**src/ecb_pkg.sv**
```systemverilog
// package for the extended configuration bank: offsets, fields, reset values
// assumes a 32-bit word-addressed configuration port with byte offsets
package ecb_pkg;
  localparam logic [11:0] OFF_FIRST_ERR   = 12'h138;
  localparam logic [11:0] OFF_HDR_LOG0    = 12'h13C;
  localparam logic [11:0] OFF_HDR_LOG1    = 12'h140;
  localparam logic [11:0] OFF_HDR_LOG2    = 12'h144;
  localparam logic [11:0] OFF_HDR_LOG3    = 12'h148;
  localparam logic [11:0] OFF_CHAN_HDR    = 12'h150;
  localparam logic [11:0] OFF_PORT_CAP1   = 12'h154;
  localparam logic [11:0] OFF_PORT_CAP2   = 12'h158;
  localparam logic [11:0] OFF_PORT_CTRL   = 12'h15C;
  localparam logic [11:0] OFF_CH0_CAP     = 12'h160;
  localparam logic [11:0] OFF_CH0_CTRL    = 12'h164;
  localparam logic [11:0] OFF_CH0_STAT    = 12'h168;
  localparam logic [11:0] OFF_AUX_PIN     = 12'h304;
  localparam logic [11:0] OFF_ERR_CLEAR   = 12'h30C;
  localparam logic [15:0] CHAN_CAP_ID     = 16'h0002;
  localparam logic [3:0]  CHAN_CAP_VER    = 4'h1;
  localparam logic [11:0] NEXT_CAP_PTR    = 12'h000;
  localparam logic [6:0]  TC_MAP_RESET    = 7'h7F;
  localparam int          AUX_CLR_LSB     = 0;
  localparam int          AUX_SET_LSB     = 4;
  localparam int          AUX_ENCLR_LSB   = 8;
  localparam int          AUX_ENSET_LSB   = 12;
  localparam int          AUX_IN_LSB      = 16;
  localparam int          CH0_EN_BIT      = 31;
endpackage

```
**src/ecb_regs.sv**
```systemverilog
// extended configuration bank: first-error pointer, header log, channel
// capability words and the auxiliary output/input register
// assumes error events and bus samples arrive on clock_i from the bridge core
//
// Operation
// five-bit read-only first error pointer, upper zero
// log bits 35:0 hold attribute phase
// log bits 39:36 hold first command
// log bits 43:40 hold second command
// log 95:64 first address; 63:44 zero
// log 127:96 second address; read-only
// capability identifier reads 0002h
// capability version reads 1h
// next capability pointer reads zero
// first port capability reads zero
// second port capability reads zero
// port control and status read zero
// channel-zero resource capability reads zero
// map bit0 one, 7:1 writable, enable one
// channel-zero resource status reads zero
// write one to 3:0 clears output
// write one to 7:4 sets output
// write one to 11:8 clears enable
// write one to 15:12 sets enable
// bits 19:16 show sampled inputs
// both fields read value; clear wins
// first error loads log, held until cleared
// output driven only while enabled
`default_nettype none

module ecb_regs
(
  // clock and reset
  input  wire logic         clock_i,
  input  wire logic         resetn_i,
  // register port
  input  wire logic [11:0]  addr_i,
  input  wire logic [31:0]  wdata_i,
  input  wire logic         write_i,
  input  wire logic         read_i,
  output logic      [31:0]  rdata_o,
  // error capture from the secondary-side detector
  input  wire logic         err_event_i,
  input  wire logic [4:0]   err_pointer_i,
  input  wire logic [35:0]  err_attr_i,
  input  wire logic [3:0]   err_cmd_first_i,
  input  wire logic [3:0]   err_cmd_second_i,
  input  wire logic [31:0]  err_addr_first_i,
  input  wire logic [31:0]  err_addr_second_i,
  output logic              err_logged_o,
  // auxiliary pins
  input  wire logic [3:0]   auxiliary_input_i,
  output logic      [3:0]   auxiliary_output_o,
  output logic      [3:0]   auxiliary_output_drive_enable_o
);

  logic [4:0]   first_err_ptr;
  logic [127:0] hdr_log;
  logic         log_held;
  logic [6:0]   tc_map;
  logic [3:0]   aux_out;
  logic [3:0]   aux_en;
  logic [3:0]   aux_in_meta;
  logic [3:0]   aux_in_sync;
  logic [31:0]  next_rdata;
  logic         wr_aux;
  logic         wr_clear;

  // one helper so all write and check decodes share the same compare
  function automatic logic hit(input logic [11:0] a, input logic [11:0] off);
    hit = (a[11:2] == off[11:2]);
  endfunction

  assign wr_aux   = write_i && hit(addr_i, ecb_pkg::OFF_AUX_PIN);
  assign wr_clear = write_i && hit(addr_i, ecb_pkg::OFF_ERR_CLEAR) && wdata_i[0];

  // capture on the first error only; the log stays frozen so software sees
  // the transaction that started the trouble, not the latest one
  always_ff @(posedge clock_i or negedge resetn_i)
  begin
    if (!resetn_i)
    begin
      first_err_ptr <= 5'h00;
      hdr_log       <= 128'h0;
      log_held      <= 1'b0;
    end
    else if (err_event_i && !log_held)
    begin
      first_err_ptr    <= err_pointer_i;
      hdr_log[35:0]    <= err_attr_i;
      hdr_log[39:36]   <= err_cmd_first_i;
      hdr_log[43:40]   <= err_cmd_second_i;
      hdr_log[63:44]   <= 20'h00000;
      hdr_log[95:64]   <= err_addr_first_i;
      hdr_log[127:96]  <= err_addr_second_i;
      log_held         <= 1'b1;
    end
    else if (wr_clear && !err_event_i)
    begin
      log_held <= 1'b0;
    end
  end

  assign err_logged_o = log_held;

  // traffic-class map, the only plain read/write field of the bank
  always_ff @(posedge clock_i or negedge resetn_i)
  begin
    if (!resetn_i)
      tc_map <= ecb_pkg::TC_MAP_RESET;
    else if (write_i && hit(addr_i, ecb_pkg::OFF_CH0_CTRL))
      tc_map <= wdata_i[7:1];
  end

  // set/clear pairs; clear applied after set so clear wins on a collision
  always_ff @(posedge clock_i or negedge resetn_i)
  begin
    if (!resetn_i)
    begin
      aux_out <= 4'h0;
      aux_en  <= 4'h0;
    end
    else if (wr_aux)
    begin
      aux_out <= (aux_out | wdata_i[ecb_pkg::AUX_SET_LSB +: 4])
                 & ~wdata_i[ecb_pkg::AUX_CLR_LSB +: 4];
      aux_en  <= (aux_en | wdata_i[ecb_pkg::AUX_ENSET_LSB +: 4])
                 & ~wdata_i[ecb_pkg::AUX_ENCLR_LSB +: 4];
    end
  end

  // pins are asynchronous to the core clock: two flops before use
  always_ff @(posedge clock_i or negedge resetn_i)
  begin
    if (!resetn_i)
    begin
      aux_in_meta <= 4'h0;
      aux_in_sync <= 4'h0;
    end
    else
    begin
      aux_in_meta <= auxiliary_input_i;
      aux_in_sync <= aux_in_meta;
    end
  end

  // pad takes value only where enabled; the pad itself floats otherwise
  assign auxiliary_output_o              = aux_out & aux_en;
  assign auxiliary_output_drive_enable_o = aux_en;

  // read mux; every unlisted word, reserved ones included, returns zero
  always_comb
  begin
    next_rdata = 32'h0;
    case (addr_i[11:2])
      ecb_pkg::OFF_FIRST_ERR[11:2]: next_rdata = {27'h0, first_err_ptr};
      ecb_pkg::OFF_HDR_LOG0[11:2]:  next_rdata = hdr_log[31:0];
      ecb_pkg::OFF_HDR_LOG1[11:2]:  next_rdata = hdr_log[63:32];
      ecb_pkg::OFF_HDR_LOG2[11:2]:  next_rdata = hdr_log[95:64];
      ecb_pkg::OFF_HDR_LOG3[11:2]:  next_rdata = hdr_log[127:96];
      ecb_pkg::OFF_CHAN_HDR[11:2]:
        next_rdata = {ecb_pkg::NEXT_CAP_PTR, ecb_pkg::CHAN_CAP_VER,
                      ecb_pkg::CHAN_CAP_ID};
      ecb_pkg::OFF_PORT_CAP1[11:2]: next_rdata = 32'h0;
      ecb_pkg::OFF_PORT_CAP2[11:2]: next_rdata = 32'h0;
      ecb_pkg::OFF_PORT_CTRL[11:2]: next_rdata = 32'h0;
      ecb_pkg::OFF_CH0_CAP[11:2]:   next_rdata = 32'h0;
      ecb_pkg::OFF_CH0_CTRL[11:2]:
        next_rdata = {1'b1, 23'h0, tc_map, 1'b1};
      ecb_pkg::OFF_CH0_STAT[11:2]:  next_rdata = 32'h0;
      ecb_pkg::OFF_AUX_PIN[11:2]:
        next_rdata = {12'h0, aux_in_sync, aux_en, aux_en,
                      aux_out, aux_out};
      default:                      next_rdata = 32'h0;
    endcase
  end

  // read data stands only in the cycle after the strobe
  always_ff @(posedge clock_i or negedge resetn_i)
  begin
    if (!resetn_i)
      rdata_o <= 32'h0;
    else if (read_i)
      rdata_o <= next_rdata;
    else
      rdata_o <= 32'h0;
  end
endmodule // ecb_regs

`default_nettype wire

```
**config.mk**
```make
export PLATFORM = sky130hd
export DESIGN_NAME = ecb_regs
export DESIGN_NICKNAME = d
export VERILOG_FILES = /design/src/ecb_pkg.sv /design/src/ecb_regs.sv
export SDC_FILE = /design/constraint.sdc
export NUM_CORES = 1
export LEC_CHECK = 0
export BUFFER_PORTS_ARGS = -buffer_cell sky130_fd_sc_hd__buf_2
export CAP_MARGIN = 0
export CORE_MARGIN = 2
export CORE_UTILIZATION = 30
export DETAILED_ROUTE_END_ITERATION = 12
export GPL_TIMING_DRIVEN = 0
export SYNTH_ARGS = -nofsm -noshare
export SYNTH_HDL_FRONTEND = slang
export SYNTH_SLANG_ARGS = --single-unit
```
**constraint.sdc**
```tcl
create_clock -name clock_i -period 2.33 [get_ports clock_i]
set_clock_uncertainty 0.05 [all_clocks]
set_input_delay 0.1165 -clock clock_i [delete_from_list [all_inputs] [get_ports clock_i]]
set_output_delay 0.1165 -clock clock_i [all_outputs]
set_load 0.05 [all_outputs]
```
Word-level counts from Yosys, hierarchy flattened
Index checks and enable logic that the tools add are counted.

storage, ports and cells
  output and inout bits = 41
  register bits = 169

operators by class
  bitwise logic cells = 7
  reductions and logical operators = 9
  equal/unequal tests = 9
  multiplexer cells = 4

operators with widths
  cell                   count
  $pmux W32 S8           1
  $eq A10 B7 Y1 const B  7
  $mux W32               1
  $eq A10 B8 Y1 const B  2
  $and A4 B4 Y4          3
  $not A4 Y4             2
  $or A4 B4 Y4           2
  $logic_and A1 B1 Y1    6
  $logic_not A1 Y1       2
  $mux W1                2
  $reduce_bool A2 Y1     1

Longest topological paths before layout
  word-level depth = 6
  depth in mapped cells = 7

Least setup slack after synthesis
OpenSTA, ideal clock, no wires.

  path kind = reg-to-reg
  from = reg log_held (netlist: err_logged_o)
  to = reg first_err_ptr[0]
  path slack = 135 ps
  path buffers = 3
  cell stages (with the launch flop) = 6
  setup time = 125 ps
  required time = 2155 ps
  data arrival time = 2020 ps
  cells stage by stage = dfrtp_1 -> nor2b_1 -> clkbuf_1 -> clkbuf_1 -> clkbuf_1 -> mux2_2

on the way
  word-level cells in the longest chain between the ends = 2

ends and longest elaborated chain
  item                    line             text
  start, declared         ecb_regs.sv:59   logic log_held;
  start signal, assigned  ecb_regs.sv:85   log_held <= 1'b0;
  start signal, assigned  ecb_regs.sv:96   log_held <= 1'b1;
  start signal, assigned  ecb_regs.sv:100  log_held <= 1'b0;
  $logic_not A1 Y1        ecb_regs.sv:87   else if (err_event_i && !log_held)
  $logic_and A1 B1 Y1     ecb_regs.sv:87
  end signal, assigned    ecb_regs.sv:89   first_err_ptr <= err_pointer_i;
  end, declared           ecb_regs.sv:57   logic [4:0] first_err_ptr;

No other way between the ends.
A chain may end at the register's enable or synchronous reset.

Final worst setup path
  from = reg log_held (netlist: err_logged_o)
  to = reg hdr_log[126]

on the way
  word-level cells in the longest chain between the ends = 2

ends and longest elaborated chain
  item                  line            text
  $logic_not A1 Y1      ecb_regs.sv:87
  $logic_and A1 B1 Y1   ecb_regs.sv:87
  end signal, assigned  ecb_regs.sv:95  hdr_log[127:96] <= err_addr_second_i;
  end, declared         ecb_regs.sv:58  logic [127:0] hdr_log;

No other way between the ends.

==> impl_results.html <==
<table>
<tr><th>Metric</th><th>Value</th></tr>
<tr><th colspan="2">Logic synthesis</th></tr>
<tr><td>Post-synthesis register bit count</td><td>169</td></tr>
<tr><td>Net count after synthesis</td><td>674</td></tr>
<tr><td>Sequential fraction of the synthesis area</td><td>0.5963</td></tr>
<tr><td>Synth warn</td><td>0</td></tr>
<tr><td>Share of flip-flops with an asynchronous set or reset after synthesis</td><td>1.000</td></tr>
<tr><td>Number of different library cells in the post-synthesis netlist</td><td>42</td></tr>
<tr><td>Number of synthesized flops with an enable pin</td><td>0</td></tr>
<tr><td>Avg Synthesized Cell Area</td><td>13.99 µm²</td></tr>
<tr><td>Prevailing post-synth register cell</td><td>sky130_fd_sc_hd__dfrtp_1</td></tr>
<tr><td>Synth Instances</td><td>508</td></tr>
<tr><td>Netlist area before placement</td><td>7107 µm²</td></tr>
<tr><th colspan="2">Placed design</th></tr>
<tr><td>Weighted congestion at the end of routability-driven global placement</td><td>0.7715</td></tr>
<tr><td>Area after DPL</td><td>8479 µm²</td></tr>
<tr><td>Worst setup slack after placement</td><td>-0.3456 ns</td></tr>
<tr><td># port buffers</td><td>187</td></tr>
<tr><td>Detailed Place HPWL</td><td>15.51 mm</td></tr>
<tr><td>Cell count after placement</td><td>1015</td></tr>
<tr><th colspan="2">Pwr</th></tr>
<tr><td>VDD IR max</td><td>0.4882 mV</td></tr>
<tr><td>Int Power</td><td>5.575 mW</td></tr>
<tr><td>Switching part of the total power</td><td>0.2206</td></tr>
<tr><td>Static Leak</td><td>4.747 nW</td></tr>
<tr><td>Fraction of power consumed by sequential logic</td><td>0.462</td></tr>
<tr><td>Post-route total power</td><td>7.154 mW</td></tr>
<tr><td>Power per cell area</td><td>677.7 nW/µm²</td></tr>
<tr><td>Clock Power Share</td><td>0.440</td></tr>
<tr><td>Fraction of power consumed by combinational cells</td><td>0.099</td></tr>
<tr><td>Net switching power</td><td>1.578 mW</td></tr>
<tr><th colspan="2">Final layout</th></tr>
<tr><td>Number of nets in the layout</td><td>1023</td></tr>
<tr><td>Fraction of layout cells with a size suffix above 1</td><td>0.4368</td></tr>
<tr><td># diodes</td><td>0</td></tr>
<tr><td>Leading cell type in the layout, fill and taps excluded</td><td>sky130_fd_sc_hd__buf_2</td></tr>
<tr><td>Final std cells w/o fill</td><td>1189</td></tr>
<tr><td>Area grow syn2layout</td><td>48.52%</td></tr>
<tr><td>Post-route standard cell area excluding fillers</td><td>10560 µm²</td></tr>
<tr><td>Top library cells by usage in the layout, fill and taps aside</td><td>200 x sky130_fd_sc_hd__buf_2, 162 x sky130_fd_sc_hd__dfrtp_1, 141 x sky130_fd_sc_hd__dlygate4sd3_1</td></tr>
<tr><td>Final-layout fill cell count</td><td>2144</td></tr>
<tr><th colspan="2">Route</th></tr>
<tr><td>Number of vias in the routed layout</td><td>5620</td></tr>
<tr><td>Average vias per placed instance</td><td>4.727</td></tr>
<tr><td>Average routed wire per standard cell</td><td>19.50 µm</td></tr>
<tr><td>Post-route ant nets</td><td>0</td></tr>
<tr><td>Number of DRC violations after detailed routing</td><td>0</td></tr>
<tr><td>Number of iterations in the first detailed-routing pass</td><td>5</td></tr>
<tr><td>Total Wirelength</td><td>23.19 mm</td></tr>
<tr><td>Initial drt markers</td><td>301</td></tr>
<tr><th colspan="2">Worst setup path</th></tr>
<tr><td>Arrival time of the worst setup path</td><td>2.49 ns</td></tr>
<tr><td>Critical path's slowest cell</td><td>sky130_fd_sc_hd__buf_2</td></tr>
<tr><td>Highest fanout seen on the critical path</td><td>10</td></tr>
<tr><td>R2R depth</td><td>5</td></tr>
<tr><td>Buffer and inverter count on the worst path</td><td>3</td></tr>
<tr><td>Reg-to-reg startpoint</td><td>err_logged_o</td></tr>
<tr><td>Category of the worst setup path launch point</td><td>flop</td></tr>
<tr><td>Worst-path cell chain</td><td>nor2b_1 -&gt; clkbuf_1 -&gt; clkbuf_2 -&gt; buf_2 -&gt; mux2_2</td></tr>
<tr><td>Reg-to-reg slack, setup</td><td>0.09 ns</td></tr>
<tr><td>Number of logic stages on the critical path including buffering</td><td>5</td></tr>
<tr><td>Delay of the slowest cell on the worst path</td><td>0.41 ns</td></tr>
<tr><td>Required time of the critical path</td><td>2.58 ns</td></tr>
<tr><td>Critical path class</td><td>reg2reg</td></tr>
<tr><td>Reg-to-Reg End</td><td>hdr_log[126]</td></tr>
<tr><td>Capturing element type of the critical path</td><td>flop</td></tr>
<tr><td>Cell family contributing the most delay on the critical path</td><td>buffers and inverters</td></tr>
<tr><th colspan="2">Min path</th></tr>
<tr><td>Min-delay worst type</td><td>in2reg</td></tr>
<tr><td>Hold Path Sink</td><td>tc_map[3]</td></tr>
<tr><td>Number of cells on the worst hold path</td><td>3</td></tr>
<tr><td>Critical hold path startpoint</td><td>write_i</td></tr>
<tr><th colspan="2">Floorplanning</th></tr>
<tr><td>Floorplan die area</td><td>24940 µm²</td></tr>
<tr><td>Count of standard-cell rows</td><td>56</td></tr>
<tr><td>Initial Utilization</td><td>0.3046</td></tr>
<tr><td>Floorplan die width</td><td>157.9 µm</td></tr>
<tr><td>Die H</td><td>157.9 µm</td></tr>
<tr><td>Placeable Area</td><td>23330 µm²</td></tr>
<tr><td># IOs</td><td>207</td></tr>
<tr><th colspan="2">STA</th></tr>
<tr><td>Worst-margin pin slew</td><td>0.8953 ns</td></tr>
<tr><td>Max Slew Vio Count</td><td>0</td></tr>
<tr><td>Normalized max-slew margin</td><td>0.4032</td></tr>
<tr><td>Clock period minus worst slack</td><td>2.235 ns</td></tr>
<tr><td>Count of endpoints failing hold in the final timing report</td><td>0</td></tr>
<tr><td>Unrepaired setup endpoints after global routing</td><td>false</td></tr>
<tr><td>Final period utilization</td><td>0.9594</td></tr>
<tr><td>Highest clock rate</td><td>447.3 MHz</td></tr>
<tr><td># setup viols final</td><td>0</td></tr>
<tr><td>Worst path setup slack after routing</td><td>0.09456 ns</td></tr>
<tr><th colspan="2">CTS</th></tr>
<tr><td>Clock latency on the worst-skew pair</td><td>0.42 ns</td></tr>
<tr><td>Clock-pin slew of the registers on the worst-case setup and hold paths</td><td>0.06 ns</td></tr>
<tr><td>Clk sinks</td><td>169</td></tr>
<tr><td>Clk root buf</td><td>sky130_fd_sc_hd__clkbuf_16</td></tr>
<tr><td>Number of levels in the clock H-tree</td><td>4</td></tr>
<tr><td>Num CTS Buffers</td><td>17</td></tr>
<tr><td>Clock tree from TritonCTS</td><td>built</td></tr>
<tr><td>Worst-case clock buffer depth</td><td>2</td></tr>
<tr><th colspan="2">GRT</th></tr>
<tr><td>Vias in the first global route</td><td>6019</td></tr>
<tr><td>Total GRT Usage</td><td>0.1895</td></tr>
<tr><td>GRT overflow</td><td>0</td></tr>
<tr><td>Global-route wire length before repair</td><td>34.48 mm</td></tr>
<tr><td>Largest net degree at the start of global routing</td><td>107</td></tr>
<tr><td>Antenna violations before repair</td><td>0</td></tr>
<tr><th colspan="2">Status</th></tr>
<tr><td>Status</td><td>complete, no violations</td></tr>
<tr><th colspan="2">Run</th></tr>
<tr><td>Maximum capacitance violations</td><td>0</td></tr>
</table>
## repair_timing
item                       4_1_cts  5_1_grt
hold endpoints to repair       198        0
hold buffers                   141        0
setup endpoints to repair       20       23
pin swaps                        0        1
setup buffers                    0        1
gates resized for setup          3        2
## stage by stage
stage	hold WS (ns)	setup TNS [ns]	utilization
2_1_floorplan	-0.2291	0	-
3_3_place_gp	0.1758	-290.16	0.3618
4_1_cts	0.1197	0	0.4521
5_1_grt	0.1477	0	0.4524
6_report	0.1507	0	0.4524
3_5_place_dp	0.04974	-7.451	0.3634
## cell usage after synthesis (all sizes together), types with 4 or more instances
cell | count | share of area
a22o | 6 | 0.0074
a221oi | 7 | 0.0086
nand3b | 5 | 0.0053
a222oi | 13 | 0.018
nor4 | 11 | 0.015
mux2i | 5 | 0.0070
buf | 18 | 0.016
nand2b | 5 | 0.0044
and2 | 4 | 0.0035
clkbuf | 18 | 0.0095
a21oi | 19 | 0.015
dfrtp | 162 | 0.57
o21ai | 6 | 0.0042
mux2 | 116 | 0.18
dfstp | 7 | 0.026
inv | 8 | 0.0042
a211oi | 22 | 0.023
a22oi | 27 | 0.029
nand2 | 12 | 0.0067
nor3 | 17 | 0.018
## worst reg2reg max path, stage by stage (launching register included)
cell and delay [ns]:
sky130_fd_sc_hd__dfrtp_1 0.40, sky130_fd_sc_hd__nor2b_1 0.11, sky130_fd_sc_hd__clkbuf_1 0.40, sky130_fd_sc_hd__clkbuf_2 0.35, sky130_fd_sc_hd__buf_2 0.41, sky130_fd_sc_hd__mux2_2 0.40
## flip-flops by register name (all words and copies together), names as in the netlist
name and cells:
tc_map 7, aux_out 4, aux_in_meta 4, rdata_o 32
hdr_log 108, auxiliary_output_drive_enable_o 4, err_logged_o 1, first_err_ptr 5
aux_in_sync 4
## worst max path at each step
stage / from / to / slack [ns]
6_report: err_logged_o / hdr_log[126] / 0.09
5_1_grt: err_logged_o / hdr_log[123] / 0.006
4_1_cts: err_logged_o / hdr_log[126] / 0.08
3_5_place_dp: err_logged_o / hdr_log[123] / -0.35
3_3_place_gp: resetn_i / hdr_log[124] / -1.73
2_1_floorplan: err_logged_o / first_err_ptr[0] / 0.14
## cell type report
| type | instances | area (µm²) | share of cell area |
|---|---|---|---|
| plain buffers | 36 | 185.2 | 0.01754 |
| clock buffers | 21 | 460.4 | 0.04362 |
| clock inverters | 11 | 192.7 | 0.01826 |
| inverters | 8 | 30.03 | 0.002845 |
| multi-input cells | 295 | 2658 | 0.2518 |
| flip-flops and latches | 169 | 4238 | 0.4015 |
| well taps | 319 | 399.1 | 0.03781 |
| repair buffers | 330 | 2392 | 0.2266 |
## power groups by stage
stage / Clock (mW) / Combinational (mW) / Sequential [mW]
after floorplan: 0 / 0.273 / 3.32
after global placement: 0 / 0.516 / 3.35
after detailed placement: 0 / 0.533 / 3.35
after CTS: 3.22 / 0.711 / 3.30
after global routing: 3.34 / 0.778 / 3.33
final: 3.15 / 0.706 / 3.30
## metal layers
metal / vias up / share of wire / GRT usage
met5: - / 0 / 0
met4: 0 / 0.0058 / 0.03983
met3: 9 / 0.049 / 0.04407
met2: 159 / 0.50 / 0.3190
met1: 2825 / 0.45 / 0.2495
li1: 2627 / - / -
## logic make-up (layout without fill, tap and decap cells)
family,after synthesis,count (layout),synth area share
AOI/OAI and AO/OA,106,106,0.1148
muxes,121,121,0.1908
and+or+nand+nor,68,68,0.06831
buffers and inverters,44,406,0.02975
DFF,169,169,0.5963
(Power assumes the default switching activity.)
